--- config.mk ---
export PLATFORM = sky130hd
export DESIGN_NAME = cabbe_execute
export DESIGN_NICKNAME = d
export VERILOG_FILES = /design/src/rtl/cabbe_pkg.sv /design/src/rtl/cabbe_alu_if.sv /design/src/rtl/cabbe_execute.sv /design/src/rtl/cabbe_alu.sv
export SDC_FILE = /design/constraint.sdc
export NUM_CORES = 2
export LEC_CHECK = 0
export ABC_CLOCK_PERIOD_IN_PS = 10950
export BUFFER_PORTS_ARGS = -buffer_cell sky130_fd_sc_hd__buf_2
export CORE_ASPECT_RATIO = 2
export CORE_MARGIN = 1
export CORE_UTILIZATION = 35
export CTS_CLUSTER_DIAMETER = 150
export CTS_CLUSTER_SIZE = 25
export DETAILED_ROUTE_END_ITERATION = 7
export PLACE_DENSITY_LB_ADDON = 0.05
export SLEW_MARGIN = 10
export SYNTH_ARGS = -nofsm -noshare
export SYNTH_HDL_FRONTEND = slang
export SYNTH_SLANG_ARGS = --single-unit
--- constraint.sdc ---
create_clock -name clock -period 10.95 [get_ports clock]
set_input_delay 1.6425 -clock clock [delete_from_list [all_inputs] [get_ports clock]]
set_output_delay 1.6425 -clock clock [all_outputs]
set_load 0.01 [all_outputs]
--- src/rtl/cabbe_pkg.sv ---
// Constants shared by the execute datapath and its adder/shifter unit
package cabbe_pkg;
  // Instruction word layout
  localparam int INSTR_W = 24;
  localparam int OPC_LSB = 16;
  localparam int SIZE_LSB = 14;
  localparam int DEST_BIT = 13;
  localparam int FADDR_W = 13;
  localparam int BASE_LSB = 10;
  localparam int LITSEL_BIT = 9;
  localparam int SRC_LSB = 4;
  localparam int L10_LSB = 4;
  localparam int BITPOS_LSB = 12;
  localparam int FLAGSEL_BIT = 15;
  localparam int SHADOW_BIT = 7;
  localparam int PC_W = 23;
  // Data size codes; double-word runs as word here
  localparam logic [1:0] SZ_WORD = 2'h0;
  localparam logic [1:0] SZ_BYTE = 2'h1;
  localparam logic [1:0] SZ_DWORD = 2'h2;
  // Opcodes, low seven bits; bit 7 is the shadow select
  localparam logic [6:0] OP_NOP = 7'h00;
  localparam logic [6:0] OP_FLAG_WR = 7'h18;
  localparam logic [6:0] OP_JUMP_REG = 7'h30;
  localparam logic [2:0] FAM_ARITH = 3'h0;
  localparam logic [3:0] FAM_BIT = 4'h2;
  localparam logic [2:0] FAM_JUMP = 3'h2;
  // Arithmetic groups and operand forms
  localparam logic [1:0] GRP_SUM = 2'h0;
  localparam logic [1:0] GRP_SUMC = 2'h1;
  localparam logic [1:0] GRP_AND = 2'h2;
  localparam logic [1:0] GRP_SHIFT = 2'h3;
  localparam logic [1:0] FORM_F = 2'h1;
  localparam logic [1:0] FORM_L10 = 2'h2;
  localparam logic [1:0] FORM_REG = 2'h3;
  // Bit operation kinds
  localparam logic [1:0] BK_SET = 2'h0;
  localparam logic [1:0] BK_CLR = 2'h1;
  localparam logic [1:0] BK_TOG = 2'h2;
  localparam logic [1:0] BK_TSC = 2'h3;
  // Jump condition codes
  localparam logic [3:0] CC_ALWAYS = 4'h0;
  localparam logic [3:0] CC_C = 4'h1;
  localparam logic [3:0] CC_NC = 4'h2;
  localparam logic [3:0] CC_N = 4'h3;
  localparam logic [3:0] CC_NN = 4'h4;
  localparam logic [3:0] CC_OV = 4'h5;
  localparam logic [3:0] CC_NOV = 4'h6;
  localparam logic [3:0] CC_Z = 4'h7;
  localparam logic [3:0] CC_NZ = 4'h8;
  localparam logic [3:0] CC_GT = 4'h9;
  localparam logic [3:0] CC_GE = 4'ha;
  localparam logic [3:0] CC_LT = 4'hb;
  localparam logic [3:0] CC_LE = 4'hc;
  localparam logic [3:0] CC_GTU = 4'hd;
  localparam logic [3:0] CC_LEU = 4'he;
  // Status flag positions and reset values
  localparam int FL_Z = 0;
  localparam int FL_OV = 1;
  localparam int FL_N = 2;
  localparam int FL_DC = 3;
  localparam int FL_C = 4;
  localparam logic [4:0] FLAGS_RST = 5'h00;
  localparam logic [15:0] WORK_RST = 16'h0000;
  // Adder/shifter operations
  typedef enum logic [1:0] {ALU_SUM, ALU_AND, ALU_SHR1, ALU_SHRN}
    cabbe_alu_op_t;
endpackage

--- src/rtl/cabbe_alu_if.sv ---
// Operand and result bundle between the core and its adder/shifter
`timescale 1ns/100ps
`default_nettype none
interface cabbe_alu_if;
  logic [15:0] a; // First operand
  logic [15:0] b; // Second operand
  logic cin; // Carry in
  logic byte_mode; // Work on the low byte only
  logic [4:0] count; // Multi-position shift count
  cabbe_pkg::cabbe_alu_op_t op;
  logic [15:0] res; // Result, upper byte zero in byte mode
  logic c, dc, n, ov, z; // Raw flag results
  modport core (output a, b, cin, byte_mode, count, op,
    input res, c, dc, n, ov, z);
  modport unit (input a, b, cin, byte_mode, count, op,
    output res, c, dc, n, ov, z);
endinterface
`default_nettype wire

--- src/rtl/cabbe_execute.sv ---
// Execute stage: sums, AND, shifts, bit operations and jumps
`timescale 1ns/100ps
`default_nettype none
module cabbe_execute #(
  parameter int NUM_WORK = 16
) (
  // Clock and reset
  input wire logic clock,
  input wire logic sys_rst,
  // Instruction and operand from fetch/decode
  input wire logic instr_valid,
  input wire logic [23:0] instr_word,
  input wire logic [22:0] instr_pc,
  input wire logic [15:0] file_rdata,
  // Working register observation
  input wire logic [3:0] work_rd_sel,
  output logic [15:0] work_rd_data,
  // Data memory write port
  output logic file_we,
  output logic file_byte,
  output logic [12:0] file_addr,
  output logic [15:0] file_wdata,
  // Program counter redirect
  output logic pc_load,
  output logic [22:0] pc_target,
  // Status
  output logic discard,
  output logic [4:0] status_flags,
  output logic [4:0] shadow_flags
);

  // Working registers and their next values
  logic [15:0] work [NUM_WORK];
  logic [15:0] next_work [NUM_WORK];
  logic [4:0] next_flags, next_shadow;
  // Output and control next values
  logic next_file_we, next_file_byte, next_pc_load, next_discard;
  logic [12:0] next_file_addr;
  logic [15:0] next_file_wdata, next_rd_data;
  logic [22:0] next_pc_target;

  cabbe_alu_if alu_bus ();

  // Adder, AND and shifter
  cabbe_alu u_alu (
    .bus(alu_bus)
  );

  // Condition check against the current flags
  function automatic logic cond_met(input logic [3:0] cc,
      input logic [4:0] f);
    logic c, n, ov, z, r;
    c = f[cabbe_pkg::FL_C];
    n = f[cabbe_pkg::FL_N];
    ov = f[cabbe_pkg::FL_OV];
    z = f[cabbe_pkg::FL_Z];
    case (cc)
      cabbe_pkg::CC_ALWAYS: r = 1'b1;
      cabbe_pkg::CC_C: r = c;
      cabbe_pkg::CC_NC: r = !c;
      cabbe_pkg::CC_N: r = n;
      cabbe_pkg::CC_NN: r = !n;
      cabbe_pkg::CC_OV: r = ov;
      cabbe_pkg::CC_NOV: r = !ov;
      cabbe_pkg::CC_Z: r = z;
      cabbe_pkg::CC_NZ: r = !z;
      cabbe_pkg::CC_GT: r = !z && (n == ov);
      cabbe_pkg::CC_GE: r = (n == ov);
      cabbe_pkg::CC_LT: r = (n != ov);
      cabbe_pkg::CC_LE: r = z || (n != ov);
      cabbe_pkg::CC_GTU: r = c && !z;
      cabbe_pkg::CC_LEU: r = !c || z;
      default: r = 1'b0;
    endcase
    return r;
  endfunction

  // Field decode; the opcode is the top byte of the word
  logic [7:0] opc;
  logic [6:0] op7;
  logic [1:0] grp, form, kind;
  logic [3:0] base_sel, src_sel, dst_sel, bit_pos, flag_pos;
  logic [4:0] five_bit_literal;
  logic [9:0] ten_bit_literal;
  logic bm, exec, dest_file;
  assign opc = instr_word[cabbe_pkg::OPC_LSB +: 8];
  assign op7 = opc[6:0];
  assign grp = op7[3:2];
  assign form = op7[1:0];
  assign kind = op7[2:1];
  // Double-word selects decode as word; only byte narrows
  assign bm = instr_word[cabbe_pkg::SIZE_LSB +: 2] ==
    cabbe_pkg::SZ_BYTE;
  assign dest_file = instr_word[cabbe_pkg::DEST_BIT];
  assign base_sel = instr_word[cabbe_pkg::BASE_LSB +: 4];
  assign src_sel = instr_word[cabbe_pkg::SRC_LSB +: 4];
  assign five_bit_literal = instr_word[cabbe_pkg::SRC_LSB +: 5];
  assign ten_bit_literal = instr_word[cabbe_pkg::L10_LSB +: 10];
  assign dst_sel = instr_word[3:0];
  assign bit_pos = instr_word[cabbe_pkg::BITPOS_LSB +: 4];
  assign flag_pos = work[base_sel][3:0];
  // A word that lands while discarding is dropped
  assign exec = instr_valid && !discard;

  // Instruction classes
  logic is_arith, is_bit, is_bit_w, is_flag_wr, is_jump, is_jump_reg;
  assign is_arith = (op7[6:4] == cabbe_pkg::FAM_ARITH) &&
    (form != 2'h0);
  assign is_bit = op7[6:3] == cabbe_pkg::FAM_BIT;
  assign is_bit_w = is_bit && op7[0];
  assign is_flag_wr = op7 == cabbe_pkg::OP_FLAG_WR;
  assign is_jump = op7[6:4] == cabbe_pkg::FAM_JUMP;
  assign is_jump_reg = op7 == cabbe_pkg::OP_JUMP_REG;

  // Operand routing into the adder/shifter
  always_comb begin
    alu_bus.byte_mode = bm;
    alu_bus.cin = (grp == cabbe_pkg::GRP_SUMC) &&
      status_flags[cabbe_pkg::FL_C];
    alu_bus.count = five_bit_literal;
    alu_bus.b = 16'h0000;
    case (form)
      cabbe_pkg::FORM_F: begin
        // File form pairs the file word with register 0
        alu_bus.a = file_rdata;
        alu_bus.b = work[0];
      end
      cabbe_pkg::FORM_L10: begin
        // Single shift here means source into destination
        alu_bus.a = (grp == cabbe_pkg::GRP_SHIFT) ? work[src_sel] :
          work[dst_sel];
        alu_bus.b = bm ? {8'h00, ten_bit_literal[7:0]} : {6'h00, ten_bit_literal};
      end
      default: begin
        alu_bus.a = work[base_sel];
        alu_bus.b = instr_word[cabbe_pkg::LITSEL_BIT] ?
          {11'h000, five_bit_literal} : work[src_sel];
        if (!instr_word[cabbe_pkg::LITSEL_BIT]) begin
          alu_bus.count = {1'b0, work[src_sel][3:0]};
        end
      end
    endcase
    case (grp)
      cabbe_pkg::GRP_AND: alu_bus.op = cabbe_pkg::ALU_AND;
      cabbe_pkg::GRP_SHIFT: alu_bus.op = (form == cabbe_pkg::FORM_REG) ?
        cabbe_pkg::ALU_SHRN : cabbe_pkg::ALU_SHR1;
      default: alu_bus.op = cabbe_pkg::ALU_SUM;
    endcase
  end

  // Bit operation target and result
  logic [15:0] bit_val, bit_mask, bit_res;
  logic bit_clear, skip_now, jump_taken;
  assign bit_val = is_bit_w ? work[dst_sel] : file_rdata;
  assign bit_mask = 16'h0001 << bit_pos;
  assign bit_clear = !bit_val[bit_pos];
  always_comb begin
    case (kind)
      cabbe_pkg::BK_SET: bit_res = bit_val | bit_mask;
      cabbe_pkg::BK_CLR: bit_res = bit_val & ~bit_mask;
      cabbe_pkg::BK_TOG: bit_res = bit_val ^ bit_mask;
      default: bit_res = bit_val;
    endcase
  end
  assign skip_now = is_bit && (kind == cabbe_pkg::BK_TSC) && bit_clear;
  assign jump_taken = (is_jump && cond_met(op7[3:0], status_flags)) ||
    is_jump_reg;

  // Register file, flags and shadow next values
  always_comb begin
    logic [3:0] di;
    logic [15:0] wr;
    di = (form == cabbe_pkg::FORM_F) ? 4'h0 : dst_sel;
    wr = bm ? {work[di][15:8], alu_bus.res[7:0]} : alu_bus.res;
    next_work = work;
    next_flags = status_flags;
    next_shadow = shadow_flags;
    if (exec) begin
      if (is_arith) begin
        // Result lands in a register unless the file is chosen
        if (!(form == cabbe_pkg::FORM_F && dest_file)) begin
          next_work[di] = wr;
        end
        next_flags[cabbe_pkg::FL_N] = alu_bus.n;
        if (grp == cabbe_pkg::GRP_SUMC) begin
          // Zero may only fall, so multi-word zero tests hold
          next_flags[cabbe_pkg::FL_Z] = status_flags[cabbe_pkg::FL_Z] &&
            alu_bus.z;
        end else begin
          next_flags[cabbe_pkg::FL_Z] = alu_bus.z;
        end
        if (grp == cabbe_pkg::GRP_SUM || grp == cabbe_pkg::GRP_SUMC) begin
          next_flags[cabbe_pkg::FL_C] = alu_bus.c;
          next_flags[cabbe_pkg::FL_DC] = alu_bus.dc;
          next_flags[cabbe_pkg::FL_OV] = alu_bus.ov;
        end else if (grp == cabbe_pkg::GRP_SHIFT &&
            form != cabbe_pkg::FORM_REG) begin
          next_flags[cabbe_pkg::FL_C] = alu_bus.c;
          next_flags[cabbe_pkg::FL_OV] = alu_bus.ov;
        end
      end
      // Bit ops on registers write back, flags untouched
      if (is_bit_w && kind != cabbe_pkg::BK_TSC) begin
        next_work[dst_sel] = bit_res;
      end
      if (is_flag_wr) begin
        next_work[src_sel][flag_pos] =
          instr_word[cabbe_pkg::FLAGSEL_BIT] ?
          status_flags[cabbe_pkg::FL_Z] :
          status_flags[cabbe_pkg::FL_C];
      end
      // Shadow select snapshots the flags after the operation
      if (opc[cabbe_pkg::SHADOW_BIT]) begin
        next_shadow = next_flags;
      end
    end
  end

  // Register file, flags and shadow
  always_ff @(posedge clock or posedge sys_rst) begin
    if (sys_rst) begin
      for (int i = 0; i < NUM_WORK; i++) begin
        work[i] <= cabbe_pkg::WORK_RST;
      end
      status_flags <= cabbe_pkg::FLAGS_RST;
      shadow_flags <= cabbe_pkg::FLAGS_RST;
    end else begin
      work <= next_work;
      status_flags <= next_flags;
      shadow_flags <= next_shadow;
    end
  end

  // Memory write, redirect and discard next values
  always_comb begin
    logic [22:0] rel;
    rel = instr_pc + 23'h000002;
    next_file_we = 1'b0;
    next_file_byte = file_byte;
    next_file_addr = file_addr;
    next_file_wdata = file_wdata;
    next_pc_load = 1'b0;
    next_pc_target = pc_target;
    next_rd_data = work[work_rd_sel];
    // Discard lasts until the following word has arrived
    next_discard = instr_valid ? 1'b0 : discard;
    if (exec) begin
      if (is_arith && form == cabbe_pkg::FORM_F && dest_file) begin
        next_file_we = 1'b1;
        next_file_byte = bm;
        next_file_addr = instr_word[cabbe_pkg::FADDR_W - 1:0];
        next_file_wdata = alu_bus.res;
      end
      if (is_bit && !op7[0] && kind != cabbe_pkg::BK_TSC) begin
        // Bit forms address whole words, so bit 0 is zero
        next_file_we = 1'b1;
        next_file_byte = 1'b0;
        next_file_addr = {instr_word[11:0], 1'b0};
        next_file_wdata = bit_res;
      end
      if (skip_now) begin
        // The next word is thrown away; a trailing second word
        // has a zero opcode and costs one more idle cycle
        next_discard = 1'b1;
      end
      if (jump_taken) begin
        next_pc_load = 1'b1;
        next_discard = 1'b1;
        if (is_jump_reg) begin
          rel = rel + {6'h00, work[dst_sel], 1'b0};
        end else begin
          rel = rel + {{6{instr_word[15]}}, instr_word[15:0], 1'b0};
        end
        next_pc_target = {rel[22:1], 1'b0};
      end
    end
  end

  // Memory write, redirect and discard registers
  always_ff @(posedge clock or posedge sys_rst) begin
    if (sys_rst) begin
      file_we <= 1'b0;
      file_byte <= 1'b0;
      file_addr <= 13'h0000;
      file_wdata <= 16'h0000;
      pc_load <= 1'b0;
      pc_target <= 23'h000000;
      discard <= 1'b0;
      work_rd_data <= 16'h0000;
    end else begin
      file_we <= next_file_we;
      file_byte <= next_file_byte;
      file_addr <= next_file_addr;
      file_wdata <= next_file_wdata;
      pc_load <= next_pc_load;
      pc_target <= next_pc_target;
      discard <= next_discard;
      work_rd_data <= next_rd_data;
    end
  end
endmodule // cabbe_execute
`default_nettype wire

--- src/rtl/cabbe_alu.sv ---
// Combinational adder, AND and arithmetic right shifter
`timescale 1ns/100ps
`default_nettype none
module cabbe_alu (
  // Operand bundle
  cabbe_alu_if.unit bus
);

  // Sign bit for the active data size
  function automatic logic top_bit(input logic [15:0] v, input logic bm);
    return bm ? v[7] : v[15];
  endfunction

  // Result and raw flags; the core decides which flags land
  always_comb begin
    logic [16:0] sum_w;
    logic [8:0] sum_b;
    logic [4:0] sum_n;
    logic [15:0] sa;
    logic [15:0] r;
    r = 16'h0000;
    sum_w = {1'b0, bus.a} + {1'b0, bus.b} + 17'(bus.cin);
    sum_b = {1'b0, bus.a[7:0]} + {1'b0, bus.b[7:0]} + 9'(bus.cin);
    sum_n = {1'b0, bus.a[3:0]} + {1'b0, bus.b[3:0]} + 5'(bus.cin);
    // Byte mode sign-extends so shifts keep the byte's sign
    sa = bus.byte_mode ? {{8{bus.a[7]}}, bus.a[7:0]} : bus.a;
    bus.c = 1'b0;
    bus.dc = 1'b0;
    bus.ov = 1'b0;
    case (bus.op)
      cabbe_pkg::ALU_SUM: begin
        r = sum_w[15:0];
        bus.c = bus.byte_mode ? sum_b[8] : sum_w[16];
        // Nibble carry in byte mode, byte carry in word mode
        bus.dc = bus.byte_mode ? sum_n[4] : sum_b[8];
        bus.ov = (top_bit(bus.a, bus.byte_mode) ==
          top_bit(bus.b, bus.byte_mode)) &&
          (top_bit(r, bus.byte_mode) != top_bit(bus.a, bus.byte_mode));
      end
      cabbe_pkg::ALU_AND: begin
        r = bus.a & bus.b;
      end
      cabbe_pkg::ALU_SHR1: begin
        // Sign bit kept, bit 0 falls into carry
        r = 16'($signed(sa) >>> 1);
        bus.c = bus.a[0];
      end
      default: begin
        // Counts above the width leave only sign copies
        r = 16'($signed(sa) >>> bus.count);
      end
    endcase
    bus.res = bus.byte_mode ? {8'h00, r[7:0]} : r;
    bus.n = top_bit(r, bus.byte_mode);
    bus.z = bus.byte_mode ? (r[7:0] == 8'h00) : (r == 16'h0000);
  end

endmodule // cabbe_alu
`default_nettype wire

==> impl_results.md <==
* Slowest-stage cell, CP: nor2b_1
* Fin. Hold Viols at 0
* Hold_sp: file_addr[3]
* Multi-input logic area at between 20000 and 30000 sq um
* Fin Clk Skew at about 0.053 ns
* Area grow syn2layout at 8.23%
* RSZ-0062 raised after global routing: false
* Number of flops mapped to enable cells by yosys at 0
* Post_cts resized at 0
* Io pins at around 150
* Critical path class: in2reg
* Initial Util at 0.353
* Reg2reg start: work[242]
* Total track usage at 0.464
* Setup bufs post-CTS at 0
* XOR/XNOR Fraction of Synth Area at 0.0114
* Synth unique cells at 87
* Layout cells sized above 1 at 0.198
* First drt pass iteration count at 7
* Layout Utilization at 0.382
* Worst R2R End: work[207]
* Critical Path End Type: flop
* Core Area at roughly 100000 sq um
* Mux cell area share after synthesis at 0.249
* CTS tree: built
* Syn avg cell area at approximately 8.4 sq um
* Synth Flop Type: dfrtp_1
* MaxCap Viol Count at 3
* Critical Path RT at ~12 ns
* Vias in the first global route at roughly 38000
* DRC at 0
* Synth Register Bits at around 340
* DP HPWL at about 170 mm
* RD Place Congestion at 1.06
* Placed insts at 5511
* Slew Viols, Final at 11
* Nets at roughly 4300
* Worst hold path class: reg2reg
* Synthesized cell area at 36000 sq um
* CP Cell Sequence: buf_4 -> nor2b_1 -> a22oi_1 -> nand3_1 -> a21oi_1 -> a211oi_1 -> nor2_1 -> ha_1 -> o21a_1 -> o31a_1 -> o41a_1 -> a31oi_1 -> a211o_1 -> a21oi_1 -> o311a_1 -> mux2i_1 -> o2bb2ai_2 -> mux2i_1 -> or4_1 -> nand3_1
* CTS Hold Bufs at 0
* WHS Path Cells at 2
* Die width at 229 microns
* Initial DRC Count at 5621
* VDD IR max at ~0.000094 V
* Input/output buffers at 149
* Worst reg-to-reg path cell count at 19
* Warning count from the yosys run at 0
* CTS Buf Count at 17
* Fill count at 10600
* FP Rows at 166
* Async S/R FF share, synth at 1.00
* Status: finished with violations
* Final wirelength at approximately 240 mm
* Vias at between 40000 and 50000
* Largest net degree at the start of global routing at about 160
* Adder-cell share of the synthesized area at 0.0274
* Die height at 455 microns
* Max-slew headroom at -0.0244
* Tmin final at approximately 8.6 ns
* Sequential element share of the synthesized area at 0.234
* GRT Residual Overflow at 0
* Actual slew at the worst max-slew pin at approximately 1.5 ns
* Critical path arrival at approximately 9.2 ns
* Worst slack, placed at between 2 and 2.5 ns
* DRT antenna net count at 0
* Clock Pin Slew Worst Setup and Hold Paths at between 0.1 and 0.15 ns
* CP max stage delay at about 1.1 ns
* Total power at around 5700 uW
* R2R Setup Slk at about 3.8 ns
* Total Die Area at between 100000 and 150000 sq um
* Setup-failing EPs final at 0
* Final TNS setup at 0 ns
* Max FO, Critical Path at 42
* Syn Nets at between 4000 and 5000
* Post-synthesis compound-gate area fraction at 0.258
* CTS Root Cell: clkbuf_16
* Crit share post-route at 0.786
* CTS sink count at roughly 340
* Simple-gate share of the synthesized area at 0.163
* Final setup margin at ~2.3 ns
* Fmax at between 100 and 150 MHz
* Vias/cell at approximately 7.3
* Routed len/inst at approximately 44 microns
* Final Non-Filler Cells at about 5500
* Failing checks: capacitance limit, slew limit
* H-tree Lvls at 1
* Worst Hold Endpoint: file_addr[3]
* Largest family of logic cells by synthesized area: compound AO/OA/AOI/OAI gates
* First-pass GRT wire length at 331 mm
* Ratio of total power to cell area at between 100 and 150 nW/um^2
* Reg area at between 8000 and 9000 sq um
* Mapped Cells at 4261
* Type of origin of the critical path: input port
* P_leak at roughly 0.014 uW
* Initial antenna violation count at 24
* Buffers from clock root to sink, at most at 3
* Worst skew pair latency at between 0.6 and 0.7 ns
==> layer usage <==
layer | vias up | wire length (microns) | GRT usage
li1 | 16200 | - | -
met1 | 20200 | 78600 | 0.479
met2 | 3033 | 109000 | 0.719
met3 | 1139 | 24700 | 0.138
met4 | 18 | 32600 | 0.511
met5 | - | 135 | 0
==> cell type report <==
class / instances / share of cell area
Multi-Input combinational cell: 3419 / 0.663
Sequential cell: 337 / 0.217
Timing Repair Buffer: 333 / 0.0565
Tap cell: 1344 / 0.0432
Clock buffer: 17 / 0.0109
Inverter: 79 / 0.00771
Antenna cell: 15 / 0.000964
Clock inverter: 3 / 0.000675
==> placed cells by master, fill, tap and decap left out, types with 37 or more instances in the layout <==
cell type  instances
mux2_2            96
nand3_1          134
a221oi_1          63
buf_4            187
nand2_1          598
a21oi_1          273
nor2_1           340
o211ai_1          76
inv_1             73
mux2i_1          155
o21ai_0          350
o221ai_1          66
buf_2            140
dfrtp_1          337
o22ai_1           80
a31oi_1          110
xnor2_1           37
a22oi_1           66
nor3_1            47
ha_1              73
mux4_2           281
a211oi_1          54
==> worst max-delay path by stage <==
| stage | start | endpoint | cells past startpoint |
|---|---|---|---|
| CTS | instr_word[5] | work[95] | 20 |
| detailed placement | instr_word[5] | work[207] | 20 |
| floorplan | instr_word[17] | work[126] | 26 |
| finish | instr_word[5] | work[207] | 20 |
| global placement | instr_word[5] | work[207] | 20 |
| global route | instr_word[5] | work[47] | 20 |
==> through the flow <==
stage                     hold slack [ns]  area (sq um)
after floorplan                     0.507         36000
after global placement              0.460         38400
after detailed placement            0.471         38400
after CTS                           0.494         38900
after global routing                0.517         38900
final                               0.485         38900
==> power by group <==
part	internal, uW	switching [uW]	leakage [uW]
sequential	1550	539	0.00420
combinational	1140	1680	0.00993
clock	288	544	0.000223
total	2980	2760	0.0144
==> Yosys cell counts (29+ instances only) <==
| library cell | number | area, sq um |
|---|---|---|
| a211oi_1 | 55 | 413 |
| a21oi_1 | 274 | 1370 |
| a221o_1 | 29 | 290 |
| a221oi_1 | 63 | 552 |
| a22oi_1 | 66 | 495 |
| a31oi_1 | 111 | 694 |
| buf_1 | 37 | 139 |
| buf_2 | 38 | 190 |
| clkbuf_1 | 334 | 1250 |
| dfrtp_1 | 337 | 8430 |
| ha_1 | 74 | 926 |
| inv_1 | 76 | 285 |
| mux2_2 | 96 | 1080 |
| mux2i_1 | 156 | 1560 |
| mux4_2 | 281 | 6330 |
| nand2_1 | 601 | 2260 |
| nand3_1 | 135 | 676 |
| nor2_1 | 375 | 1410 |
| nor2b_1 | 32 | 200 |
| nor3_1 | 53 | 265 |
| o211ai_1 | 76 | 571 |
| o21ai_0 | 353 | 1770 |
| o221ai_1 | 66 | 578 |
| o22ai_1 | 80 | 500 |
| o31ai_1 | 30 | 225 |
| xnor2_1 | 37 | 324 |
==> critical path, delay by kind of cell <==
| family | cells | cell delay (ns) |
|---|---|---|
| AND/OR/NAND/NOR | 5 | 2.10 |
| adder cells (fa/ha/maj) | 1 | 0.41 |
| AO/OA/AOI/OAI | 11 | 3.32 |
| multiplexers | 2 | 1.07 |
| buffers and inverters | 1 | 0.56 |
==> cell families (layout without fill, tap and decap cells) <==
logic type                 count (synthesis)  in the layout
and+or+nand+nor                         1354           1354
adders and majority gates                 77             77
xor gates and xnor gates                  47             47
other                                      1             16
muxes                                    533            533
buffers and inverters                    505            432
AOI/OAI and AO/OA                       1407           1407
DFF                                      337            337
==> registers in the layout, indices dropped and copies added (netlist names) <==
| register | flops |
|---|---|
| pc_target | 22 |
| discard | 1 |
| file_addr | 13 |
| file_we | 1 |
| pc_load | 1 |
| shadow_flags | 5 |
| work | 256 |
| file_byte | 1 |
| status_flags | 5 |
| file_wdata | 16 |
| work_rd_data | 16 |
Power figures use the tool's default switching activity.
